==> src/pkg/ufp_pkg.sv <==
// Purpose: constants for the usb function power control block
// Assumes: apb slave, 32-bit data, 8-bit register in low bits
// Notes: one power control register, one irq flags register, one irq enable register
package ufp_pkg;
  // register indices; byte address is four times the index
  localparam logic [7:0] POWER_IDX = 8'h01;
  localparam logic [7:0] PWR_CFG_IDX = 8'h10;
  localparam logic [11:0] POWER_ADDR = 12'h004;
  localparam logic [11:0] COMMON_IRQ_FLAGS_RD_ADDR = 12'h040;
  localparam logic [11:0] IRQ_EN_ADDR = 12'h044;
  // power control fields
  localparam int BIT_ISO = 7;
  localparam int BIT_INH = 4;
  localparam int BIT_RST = 3;
  localparam int BIT_RES = 2;
  localparam int BIT_SUS = 1;
  localparam int BIT_SEN = 0;
  localparam logic [7:0] POWER_RESET = 8'h10;
  // irq enable fields: suspend, resume, reset
  localparam int EN_SUS = 2;
  localparam int EN_RES = 1;
  localparam int EN_RST = 0;
  localparam logic [2:0] IRQ_EN_RESET = 3'h6;
  localparam logic [2:0] IRQ_EN_BUSRST = 3'h3;
  localparam int ZERO_IDX = 0;
endpackage : ufp_pkg

==> src/ufp_sync_rst.sv <==
// Purpose: software forced asynchronous reset generator
// Assumes: presetn asynchronous active low
// Notes: holds function reset low for two cycles after request
`timescale 1ns/1ps
module ufp_sync_rst (
  input wire logic pclk, // clock
  input wire logic presetn, // power-on reset
  input wire logic req, // one-cycle request
  output logic func_rstn // combined function reset
);
  typedef struct packed {
    logic [1:0] cnt_r;
  } ufp_rst_st_t;
  ufp_rst_st_t s_r;
  ufp_rst_st_t s_nxt;
  always_comb begin
    s_nxt = s_r;
    if (req) begin
      s_nxt.cnt_r = 2'h2;
    end else if (s_r.cnt_r != 2'h0) begin
      s_nxt.cnt_r = s_r.cnt_r - 2'h1;
    end
  end
  always_ff @(posedge pclk or negedge presetn) begin
    if (!presetn) begin
      s_r <= '0;
    end else begin
      s_r <= s_nxt;
    end
  end
  assign func_rstn = presetn & (s_r.cnt_r == 2'h0);
endmodule : ufp_sync_rst

==> src/ufp_power_ctrl.sv <==
// Purpose: usb function power control: enable, bus reset, suspend, resume, iso gating
// Assumes: apb slave on pclk; bus events arrive as synchronous one-cycle pulses
// Notes: function reset returns every register to default at the clock edge after request and holds it there two cycles
// Operation
// - bus reset detection sets the reset-detect status bit
// - bus reset clears address, flushes fifos, clears endpoint and index regs
// - bus reset enables all irqs except suspend and clears their flags
// - bus reset raises reset interrupt whatever the reset enable bit holds
// - writing one to reset-detect bit forces asynchronous function reset
// - suspend signaling with detection enabled enters suspend and sets status
// - entering suspend raises suspend interrupt when enabled
// - resume, bus reset or function reset ends suspend mode
// - resume or bus reset wakes the oscillator while suspended; function reset does not
// - detected bus resume raises resume interrupt when enabled
// - writing force-resume while suspended drives remote wakeup signaling
// - clearing force-resume after wakeup raises interrupt and clears suspend
// - reading common flags after bus resume clears suspend status
// - iso update holds new iso in packets until next sof
// - iso in token before sof gets zero-length packet
// - function disabled after power-on with inhibit set until cleared
// - writes of one to inhibit ignored; only resets set it again
// - power register resets to inhibit only; suspend bit read-only
//
// The APB register port was chosen for this implementation.
`timescale 1ns/1ps
module ufp_power_ctrl (
  input wire logic pclk, // clock
  input wire logic presetn, // power-on reset
  input wire logic psel, // apb select
  input wire logic penable, // apb enable
  input wire logic pwrite, // apb direction
  input wire logic [11:0] paddr, // apb address
  input wire logic [31:0] pwdata, // apb write data
  output logic [31:0] prdata, // apb read data
  output logic pready, // apb ready
  output logic pslverr, // apb error
  input wire logic bus_reset_seen, // bus reset signaling pulse
  input wire logic bus_suspend_seen, // suspend signaling pulse
  input wire logic bus_resume_seen, // resume signaling pulse
  input wire logic sof_seen, // start of frame pulse
  input wire logic iso_in_loaded, // in_packet_loaded on iso endpoint
  input wire logic iso_in_token, // in token on iso endpoint
  output logic function_enabled, // function not inhibited
  output logic endpoint_clear, // address, fifo, csr, index clear pulse
  output logic remote_wakeup_drive, // drive resume signaling
  output logic osc_wake, // oscillator suspend exit pulse
  output logic iso_send_packet, // send loaded iso packet
  output logic iso_send_zlp, // send zero-length packet
  output logic usb_irq, // combined interrupt level
  output logic func_rstn // function reset, active low
);
  // ==========================================================
  // state
  typedef struct packed {
    logic [7:0] power_r;
    logic [2:0] irq_en_r;
    logic [3:0] flags_r; // wakeup, suspend, resume, reset
    logic pending_r;
    logic woke_r;
    logic bus_resumed_r;
    logic clr_r;
    logic osc_r;
    logic send_r;
    logic zlp_r;
    logic [31:0] rdata_r;
  } ufp_state_t;
  ufp_state_t s_r;
  ufp_state_t s_nxt;
  logic wr;
  logic rd;
  logic soft_rst;
  logic suspended;
  logic exit_ev;
  logic [7:0] wbyte;
  logic wr_power;
  logic rd_flags;

  // ==========================================================
  // apb decode
  function automatic logic hit(input logic [11:0] a, input logic [11:0] b);
    hit = (a == b);
  endfunction : hit
  assign wr = psel & penable & pwrite;
  assign rd = psel & penable & ~pwrite;
  assign wbyte = pwdata[7:0];
  assign pready = 1'b1;
  assign pslverr = psel & penable & ~(hit(paddr, ufp_pkg::POWER_ADDR)
    | hit(paddr, ufp_pkg::COMMON_IRQ_FLAGS_RD_ADDR) | hit(paddr, ufp_pkg::IRQ_EN_ADDR));
  assign soft_rst = wr & hit(paddr, ufp_pkg::POWER_ADDR) & wbyte[ufp_pkg::BIT_RST];
  assign suspended = s_r.power_r[ufp_pkg::BIT_SUS];
  assign wr_power = wr & hit(paddr, ufp_pkg::POWER_ADDR);
  assign rd_flags = rd & hit(paddr, ufp_pkg::COMMON_IRQ_FLAGS_RD_ADDR);

  ufp_sync_rst u_rst (
    .pclk(pclk),
    .presetn(presetn),
    .req(soft_rst),
    .func_rstn(func_rstn)
  );

  // ==========================================================
  // next state
  always_comb begin
    s_nxt = s_r;
    s_nxt.clr_r = 1'b0;
    s_nxt.osc_r = 1'b0;
    s_nxt.send_r = 1'b0;
    s_nxt.zlp_r = 1'b0;
    exit_ev = 1'b0;
    // register writes
    if (wr && hit(paddr, ufp_pkg::POWER_ADDR)) begin
      s_nxt.power_r[ufp_pkg::BIT_ISO] = wbyte[ufp_pkg::BIT_ISO];
      s_nxt.power_r[ufp_pkg::BIT_SEN] = wbyte[ufp_pkg::BIT_SEN];
      if (!wbyte[ufp_pkg::BIT_INH]) begin
        s_nxt.power_r[ufp_pkg::BIT_INH] = 1'b0;
      end
      if (wbyte[ufp_pkg::BIT_RES] && suspended) begin
        s_nxt.power_r[ufp_pkg::BIT_RES] = 1'b1;
        s_nxt.woke_r = 1'b1;
        exit_ev = 1'b1;
      end else if (!wbyte[ufp_pkg::BIT_RES] && s_r.power_r[ufp_pkg::BIT_RES]) begin
        s_nxt.power_r[ufp_pkg::BIT_RES] = 1'b0;
        if (s_r.woke_r) begin
          s_nxt.power_r[ufp_pkg::BIT_SUS] = 1'b0;
          s_nxt.flags_r[3] = 1'b1;
          s_nxt.woke_r = 1'b0;
        end
      end
    end
    if (wr && hit(paddr, ufp_pkg::IRQ_EN_ADDR)) begin
      s_nxt.irq_en_r = wbyte[2:0];
    end
    // reading flags clears them, suspend cleared after bus resume
    if (rd && hit(paddr, ufp_pkg::COMMON_IRQ_FLAGS_RD_ADDR)) begin
      s_nxt.flags_r = 4'h0;
      if (s_r.bus_resumed_r) begin
        s_nxt.power_r[ufp_pkg::BIT_SUS] = 1'b0;
        s_nxt.bus_resumed_r = 1'b0;
      end
    end
    // suspend entry
    if (bus_suspend_seen && s_r.power_r[ufp_pkg::BIT_SEN] && !suspended) begin
      s_nxt.power_r[ufp_pkg::BIT_SUS] = 1'b1;
      if (s_r.irq_en_r[ufp_pkg::EN_SUS]) begin
        s_nxt.flags_r[2] = 1'b1;
      end
    end
    // bus resume
    if (bus_resume_seen) begin
      if (suspended) begin
        s_nxt.bus_resumed_r = 1'b1;
        exit_ev = 1'b1;
      end
      if (s_r.irq_en_r[ufp_pkg::EN_RES]) begin
        s_nxt.flags_r[1] = 1'b1;
      end
    end
    // bus reset
    if (bus_reset_seen) begin
      s_nxt.power_r[ufp_pkg::BIT_RST] = 1'b1;
      s_nxt.power_r[ufp_pkg::BIT_SUS] = 1'b0;
      s_nxt.power_r[ufp_pkg::BIT_RES] = 1'b0;
      s_nxt.woke_r = 1'b0;
      s_nxt.bus_resumed_r = 1'b0;
      s_nxt.clr_r = 1'b1;
      s_nxt.irq_en_r = ufp_pkg::IRQ_EN_BUSRST;
      s_nxt.flags_r = 4'h1;
      exit_ev = exit_ev | suspended;
    end
    if (exit_ev && suspended) begin
      s_nxt.osc_r = 1'b1;
    end
    // iso update gating
    if (iso_in_loaded) begin
      s_nxt.pending_r = 1'b1;
    end
    if (!s_r.power_r[ufp_pkg::BIT_ISO]) begin
      s_nxt.send_r = iso_in_token & s_r.pending_r;
      if (iso_in_token) begin
        s_nxt.pending_r = iso_in_loaded;
      end
    end else if (iso_in_token) begin
      s_nxt.zlp_r = 1'b1;
    end else if (sof_seen && s_r.pending_r) begin
      s_nxt.send_r = 1'b1;
      s_nxt.pending_r = iso_in_loaded;
    end
    // read data
    s_nxt.rdata_r = 32'h0000_0000;
    if (psel && !penable && !pwrite) begin
      if (hit(paddr, ufp_pkg::POWER_ADDR)) begin
        s_nxt.rdata_r = {24'h00_0000, s_r.power_r};
      end else if (hit(paddr, ufp_pkg::COMMON_IRQ_FLAGS_RD_ADDR)) begin
        s_nxt.rdata_r = {28'h000_0000, s_r.flags_r};
      end else if (hit(paddr, ufp_pkg::IRQ_EN_ADDR)) begin
        s_nxt.rdata_r = {29'h0000_0000, s_r.irq_en_r};
      end
    end
  end

  // ==========================================================
  // registers
  always_ff @(posedge pclk or negedge func_rstn) begin
    if (!func_rstn) begin
      s_r <= '0;
      s_r.power_r <= ufp_pkg::POWER_RESET;
      s_r.irq_en_r <= ufp_pkg::IRQ_EN_RESET;
    end else begin
      s_r <= s_nxt;
    end
  end

  // ==========================================================
  // outputs
  assign prdata = s_r.rdata_r;
  assign function_enabled = ~s_r.power_r[ufp_pkg::BIT_INH];
  assign endpoint_clear = s_r.clr_r;
  assign remote_wakeup_drive = s_r.power_r[ufp_pkg::BIT_RES];
  assign osc_wake = s_r.osc_r;
  assign iso_send_packet = s_r.send_r;
  assign iso_send_zlp = s_r.zlp_r;
  assign usb_irq = |s_r.flags_r;

  // ==========================================================
  // checks
  inhibit_sticky_a: assert property (@(posedge pclk) disable iff (!func_rstn)
    !s_r.power_r[ufp_pkg::BIT_INH] |=> !s_r.power_r[ufp_pkg::BIT_INH])
    else $error("inhibit bit set again without reset");
  reset_status_a: assert property (@(posedge pclk) disable iff (!func_rstn)
    bus_reset_seen |=> s_r.power_r[ufp_pkg::BIT_RST] && endpoint_clear && usb_irq)
    else $error("bus reset not recorded");
  reset_irqen_a: assert property (@(posedge pclk) disable iff (!func_rstn)
    bus_reset_seen |=> s_r.irq_en_r == ufp_pkg::IRQ_EN_BUSRST)
    else $error("irq enables wrong after bus reset");
  suspend_enter_a: assert property (@(posedge pclk) disable iff (!func_rstn)
    (bus_suspend_seen && !s_r.power_r[ufp_pkg::BIT_SEN] && !suspended)
    |=> !suspended)
    else $error("suspend entered while detection disabled");
  bus_reset_wake_a: assert property (@(posedge pclk) disable iff (!func_rstn)
    bus_reset_seen |=> !suspended)
    else $error("suspend held across bus reset");
  osc_wake_a: assert property (@(posedge pclk) disable iff (!func_rstn)
    (suspended && bus_reset_seen) |=> osc_wake)
    else $error("oscillator not woken");
  resume_drive_a: assert property (@(posedge pclk) disable iff (!func_rstn)
    (soft_rst == 1'b0 && wr && hit(paddr, ufp_pkg::POWER_ADDR) && wbyte[ufp_pkg::BIT_RES]
    && suspended && !bus_reset_seen) |=> remote_wakeup_drive)
    else $error("remote wakeup not driven");
  iso_zlp_a: assert property (@(posedge pclk) disable iff (!func_rstn)
    (s_r.power_r[ufp_pkg::BIT_ISO] && iso_in_token) |=> iso_send_zlp && !iso_send_packet)
    else $error("iso token before sof not answered empty");
  soft_reset_a: assert property (@(posedge pclk) disable iff (!presetn)
    soft_rst |=> ##1 !func_rstn)
    else $error("forced reset not applied");

  // ==========================================================
  // bus reset side effects
  reset_clear_a: assert property (@(posedge pclk) disable iff (!func_rstn)
    bus_reset_seen |=> endpoint_clear)
    else $error("endpoint clear missing after bus reset");

  clear_cause_a: assert property (@(posedge pclk) disable iff (!func_rstn)
    endpoint_clear |-> $past(bus_reset_seen))
    else $error("endpoint clear without bus reset");

  reset_flags_a: assert property (@(posedge pclk) disable iff (!func_rstn)
    bus_reset_seen |=> s_r.flags_r == 4'h1)
    else $error("flags not cleared on bus reset");

  reset_irq_a: assert property (@(posedge pclk) disable iff (!func_rstn)
    bus_reset_seen |=> s_r.flags_r[0])
    else $error("reset interrupt missing");

  reset_sticky_a: assert property (@(posedge pclk) disable iff (!func_rstn)
    s_r.power_r[ufp_pkg::BIT_RST] |=> s_r.power_r[ufp_pkg::BIT_RST])
    else $error("reset detect status lost");

  // ==========================================================
  // suspend and resume
  suspend_set_a: assert property (@(posedge pclk) disable iff (!func_rstn)
    (bus_suspend_seen && s_r.power_r[ufp_pkg::BIT_SEN] && !suspended && !bus_reset_seen)
    |=> suspended)
    else $error("suspend not entered");

  suspend_irq_a: assert property (@(posedge pclk) disable iff (!func_rstn)
    (bus_suspend_seen && s_r.power_r[ufp_pkg::BIT_SEN] && !suspended && !bus_reset_seen
    && s_r.irq_en_r[ufp_pkg::EN_SUS]) |=> s_r.flags_r[2])
    else $error("suspend interrupt missing");

  resume_irq_a: assert property (@(posedge pclk) disable iff (!func_rstn)
    (bus_resume_seen && s_r.irq_en_r[ufp_pkg::EN_RES] && !bus_reset_seen)
    |=> s_r.flags_r[1])
    else $error("resume interrupt missing");

  resume_osc_a: assert property (@(posedge pclk) disable iff (!func_rstn)
    (suspended && bus_resume_seen) |=> osc_wake)
    else $error("oscillator not woken on resume");

  wakeup_osc_a: assert property (@(posedge pclk) disable iff (!func_rstn)
    (suspended && wr_power && wbyte[ufp_pkg::BIT_RES] && !soft_rst) |=> osc_wake)
    else $error("oscillator not woken on remote wakeup");

  osc_cause_a: assert property (@(posedge pclk) disable iff (!func_rstn)
    osc_wake |-> $past(suspended))
    else $error("oscillator woken while awake");

  wake_done_a: assert property (@(posedge pclk) disable iff (!func_rstn)
    (wr_power && !wbyte[ufp_pkg::BIT_RES] && s_r.power_r[ufp_pkg::BIT_RES] && s_r.woke_r
    && !soft_rst && !bus_reset_seen) |=> !suspended && s_r.flags_r[3])
    else $error("wakeup end not handled");

  resume_read_a: assert property (@(posedge pclk) disable iff (!func_rstn)
    (rd_flags && s_r.bus_resumed_r && !bus_suspend_seen) |=> !suspended)
    else $error("suspend kept after flags read");

  suspend_hold_a: assert property (@(posedge pclk) disable iff (!func_rstn)
    (suspended && !bus_reset_seen && !rd_flags && !wr_power) |=> suspended)
    else $error("suspend status changed without cause");

  wakeup_gate_a: assert property (@(posedge pclk) disable iff (!func_rstn)
    (!remote_wakeup_drive && !suspended) |=> !remote_wakeup_drive)
    else $error("remote wakeup while awake");

  // ==========================================================
  // iso gating
  iso_sof_a: assert property (@(posedge pclk) disable iff (!func_rstn)
    (s_r.power_r[ufp_pkg::BIT_ISO] && !iso_in_token && sof_seen && s_r.pending_r)
    |=> iso_send_packet)
    else $error("iso packet not sent on sof");

  iso_hold_a: assert property (@(posedge pclk) disable iff (!func_rstn)
    (s_r.power_r[ufp_pkg::BIT_ISO] && !sof_seen) |=> !iso_send_packet)
    else $error("iso packet sent before sof");

  iso_direct_a: assert property (@(posedge pclk) disable iff (!func_rstn)
    (!s_r.power_r[ufp_pkg::BIT_ISO] && iso_in_token && s_r.pending_r)
    |=> iso_send_packet)
    else $error("iso packet not sent on token");

  zlp_cause_a: assert property (@(posedge pclk) disable iff (!func_rstn)
    iso_send_zlp |-> $past(iso_in_token))
    else $error("empty packet without token");
endmodule : ufp_power_ctrl

==> config.mk <==
export PLATFORM = sky130hd
export DESIGN_NAME = ufp_power_ctrl
export DESIGN_NICKNAME = d
export VERILOG_FILES = /design/src/pkg/ufp_pkg.sv /design/src/ufp_sync_rst.sv /design/src/ufp_power_ctrl.sv
export SDC_FILE = /design/constraint.sdc
export NUM_CORES = 1
export LEC_CHECK = 0
export BUFFER_PORTS_ARGS = -buffer_cell sky130_fd_sc_hd__buf_2
export CORE_MARGIN = 2
export CORE_UTILIZATION = 35
export CTS_CLUSTER_SIZE = 40
export DETAILED_ROUTE_END_ITERATION = 10
export PLACE_DENSITY_LB_ADDON = 0.25
export RECOVER_POWER = 100
export SYNTH_ARGS = -nofsm -noshare
export SYNTH_HDL_FRONTEND = slang
export SYNTH_SLANG_ARGS = --single-unit
==> constraint.sdc <==
create_clock -name pclk -period 2.6 [get_ports pclk]
set_input_delay 0.13 -clock pclk [delete_from_list [all_inputs] [get_ports pclk]]
set_output_delay 0.13 -clock pclk [all_outputs]
set_load 0.01 [all_outputs]
== Word level (Yosys, flattened, before mapping) ==
Cells that the tools add are included.

* Output and inout bits: 42
* Word-level logic and storage cells: 116
* Bits of input ports: 55
* ROM bits: 0
* RAM bits: 0
* Register bits: 54
* Bits in latches: 0
* Memories kept: 0

* Div/mod/pow operators: 0
* Eq/ne operators: 4
* Shift-type cells: 0
* $mul: 0
* Bitwise gates (word level): 15
* $add $sub $neg: 1
* Order comparisons: 0
* Reductions and logical operators: 29
* Mux-type cells: 49

{| class="wikitable"
|+ Operator list
! kind !! number
|-
| two-way mux 1 bit || 36
|-
| == test 12 x 7 -> 1 bit, second input constant || 2
|-
| two-way mux 8 bit || 2
|-
| == test 12 x 3 -> 1 bit, second input constant || 1
|-
| two-way mux 3 bit || 4
|-
| nonzero test 3 bit || 4
|-
| logical AND 1 bit || 11
|-
| nonzero test 2 bit || 5
|-
| bitwise AND 1 bit || 8
|-
| two-way mux 2 bit || 4
|-
| two-way mux 4 bit || 2
|-
| two-way mux 7 bit || 1
|-
| logical NOT 1 bit || 4
|-
| NOT 1 bit || 4
|-
| AND reduction 2 bit || 2
|-
| AND reduction 4 bit || 1
|-
| OR reduction 4 bit || 1
|-
| inequality test 3 x 2 -> 1 bit, second input constant || 1
|-
| OR 1 bit || 3
|-
| logical NOT 2 bit || 1
|-
| subtractor 2 x 1 -> 2 bit, second input constant || 1
|}

== Logic depth before layout (Yosys ltp) ==
* Word-level depth: 10
* Gate-level depth with buffers: 6
* Gate-level depth less buffers: 4

== By module ==
Synthesis repeated with hierarchy kept, for this count alone.

* Cell total of the unflattened synthesis: 164
* Area total of the unflattened synthesis: 1606.5 um^2

{| class="wikitable"
|+ By module, submodules not included
! module !! instances !! seq. area each (um^2) !! cells each !! area each (um^2)
|-
| ufp_power_ctrl || 1 || 654.4 || 153 || 1496.4
|-
| ufp_sync_rst || 1 || 50.0 || 11 || 110.1
|}

== Least setup slack after synthesis ==
No wires, ideal clock.

* Kind: register -> output
* Start: register u_rst.s_r[0] in the netlist's numbering
* End: output port func_rstn
* Data required time: 2470 ps
* Cell stages (with the launch flop): 4
* Arrival: 1404 ps
* Path slack: 1066 ps
* Buffers on the path: 0
* Cells stage by stage: dfrtp_1 > inv_1 > ha_1 > and2_1

* Word-level cells in the longest chain between the ends: 2

{| class="wikitable"
|+ RTL lines
! what !! RTL line !! text
|-
| start: declaration || ufp_sync_rst.sv:14 || <nowiki>ufp_rst_st_t s_r;</nowiki>
|-
| start signal: assignment || ufp_sync_rst.sv:28 || <nowiki>s_r <= s_nxt;</nowiki>
|-
| logical NOT 2 bit || ufp_sync_rst.sv:31 || <nowiki>assign func_rstn = presetn & (s_r.cnt_r == 2'h0);</nowiki>
|-
| bitwise AND 1 bit || ufp_sync_rst.sv:31 ||
|-
| end: declaration || ufp_power_ctrl.sv:50 || <nowiki>output logic func_rstn</nowiki>
|}

Every way passes these cells.

== Worst setup path after layout ==
Ends and elaborated chain as after synthesis.

==> run metrics <==
DR iter-0 viols=25; CTS Hold Buffers Added=1; CTS tree=yes; Diodes inserted=0; RR Endpoint=s_r[50]$_DFFE_PN1P_; Initial Utilization=36.4%; clock buffer depth=2; Post-synth EDFFs=0; largest net degree at the start of global routing=21; Worst Tran Pin Value=821 ps; top cell type's share of synthesized area=39.2%; Die Wd=71.5 µm; layout cell share with drive strength beyond 1=21.9%; P per Cell Area=579 nW/µm²; Final Cycle Share=70.1%; sw frac=27.6%; max incr delay on CP=520 ps; IO Pins=97; drt pass-1 iters=4; clock share of power=34.2%; yosys warns=0; via count=1100; Seq pwr share=46.4%; Antenna Nets Post-Route=0; worst path arrival time=1690 ps; Crit. Startpoint=u_rst.s_r[0]$_DFFE_PN0P_; worst skew pair latency=280 ps; vias per cell=4.44; Leak Pwr=0.824 nW; synth cell count leaders=33 x buf_4, 25 x dfrtp_1, 10 x nor2_1; Synth Instances=162; CTS clk-pin slew, worst paths=90 ps; reg2reg start=u_rst.s_r[0]$_DFFE_PN0P_; Crit. End Element=output port; r2r worst-path depth=4; Final Hold Viols=0; die height=71.5 µm; f_max=548 MHz; Synth Register Bits=28; Synth area leaders=dfrtp_1 39%, buf_4 16%, dfstp_2 4.9%, mux2_2 3.5%, a21oi_1 2.5%; final core occ=39.7%; Setup-failing EPs final=0; slew margin rel.=45.3%; first-pass GRT wire length=4730 µm; hold path cells=2; sequential cell area fraction in the yosys report=44.1%; Cell Rows=24; routability cong.=0.772; Final Cell Area=1740 µm²; syn_area_per_cell=9.86 µm²; Setup CP Type=reg -> out; crit-path cells=inv_1, ha_1, and2_0, clkbuf_1; Fin Setup TNS=0 ps; hold_ws=26.7 ps; CTS root buffer=clkbuf_8; Startpoint Class=flop; most instantiated library cell after synthesis=buf_4; sw power=0.278 mW; worst hold-check path type=in -> reg; vias in the first global route=982; die outline area=5120 µm²; CP required=2470 ps; cell area after synthesis=1600 µm²; I/O Buffers=43; Setup Fix Bufs, Post-CTS=0; Comb pwr share=19.4%; area leader, netlist=dfrtp_1; total power=1.01 mW; global router's overall resource usage=11.8%; unrepaired setup endpoints after global routing=no; Fill cells=479; crit-path max FO=9; run status=complete, no violations; VDD IR-drop max=301 µV; setup slack, reg-to-reg=1140 ps; Async SR Flop Fraction=100%; Wirelength per Cell=12.1 µm; hpwl dp=2280 µm; hold_sp=pwdata[3]; Hold EP=u_rst.s_r[0]$_DFFE_PN0P_; Period minus WS final=1820 ps; drt total wl=3010 µm; DRC viols=0; Pint=0.730 mW; total CTS buffers=3; antenna violations before repair=0; PostCTS Resize Cnt=0; CP max-delay cell=and2_0; Crit path buffers/inverters=2; delay-heaviest family, CP=simple AND/OR/NAND/NOR gates; max cap viols=0; Yosys cell types=37; top_reg_cell synth=dfrtp_1; overflow left after global routing=0; H-tree level count=1; Pins Over Slew Limit=0; fin nets=253; Sink Count=28; Layout Skew=2.15 ps; DP Area=1690 µm²; Core ar.=4380 µm²; Syn-to-layout area delta=9.09%
## registers in the layout, indices dropped and copies added (netlist names)
name and count:
s_r 15, endpoint_clear 1, u_rst.s_r 2, osc_wake 1, remote_wakeup_drive 1, iso_send_packet 1, iso_send_zlp 1, prdata 6
## layout by cell type (no fill, tap or decap), types with 3 or more instances in the layout
cell	n
nand3b_1	3
nor2b_1	6
inv_1	5
mux2i_1	4
nor2_1	10
a21o_1	3
dfrtp_1	25
buf_2	26
nor3_1	4
nand4_1	3
nand2b_1	5
clkbuf_8	3
clkbuf_1	17
o21ai_0	3
dfstp_2	3
nand2_1	7
a21oi_1	9
and2_0	3
conb_1	27
mux2_2	5
## how the worst max path moves through the flow
stage / to / slack [ps] / cells after the start
4_1_cts: func_rstn / 850 / 4
2_1_floorplan: func_rstn / 1070 / 3
5_1_grt: func_rstn / 590 / 4
3_5_place_dp: s_r[53]$_DFFE_PN0N_ / 970 / 4
6_report: func_rstn / 780 / 4
3_3_place_gp: s_r[53]$_DFFE_PN0N_ / 990 / 4
## cell type report
cell class | instances | area (µm²) | area share (%)
inverters | 5 | 18.8 | 1.08
clock inverters | 1 | 30.0 | 1.72
flip-flops and latches | 28 | 704 | 40.4
clock buffers | 3 | 41.3 | 2.37
multi-input cells | 114 | 671 | 38.5
well taps | 52 | 65.1 | 3.74
repair buffers | 45 | 211 | 12.1
## cell families (layout without fill, tap and decap cells)
group	Yosys count	in the layout	synth area share, %
flip-flops	28	28	44.1
multiplexers	9	9	6.03
AO/OA/AOI/OAI	20	20	7.84
buffers and inverters	45	54	19.5
XOR/XNOR	1	1	0.549
adder cells (fa/ha/maj)	1	1	0.784
other	2	27	0.470
AND/OR/NAND/NOR	56	56	20.7
## per-stage QoR
step | instances | setup slack [ps]
after floorplan | 187 | 1070
after global placement | 243 | 990
after detailed placement | 243 | 973
after CTS | 248 | 854
after global routing | 248 | 586
final | 248 | 777
## power groups by stage
stage / logic [mW] / registers (mW) / clock network [mW]
floorplan: 0.164 / 0.475 / 0
global placement: 0.198 / 0.475 / 0
detailed placement: 0.201 / 0.477 / 0
CTS: 0.203 / 0.468 / 0.352
global route: 0.233 / 0.473 / 0.372
finish: 0.196 / 0.468 / 0.345
## metal layers
metal | part of all wire (%) | wire length [µm] | global-route usage (%)
met1 | 48 | 1440 | 17.5
met2 | 44 | 1330 | 16.9
met3 | 7.2 | 217 | 3.80
met4 | 0.57 | 17 | 2.52
met5 | 0 | 0 | 0
(Power assumes the default switching activity.)
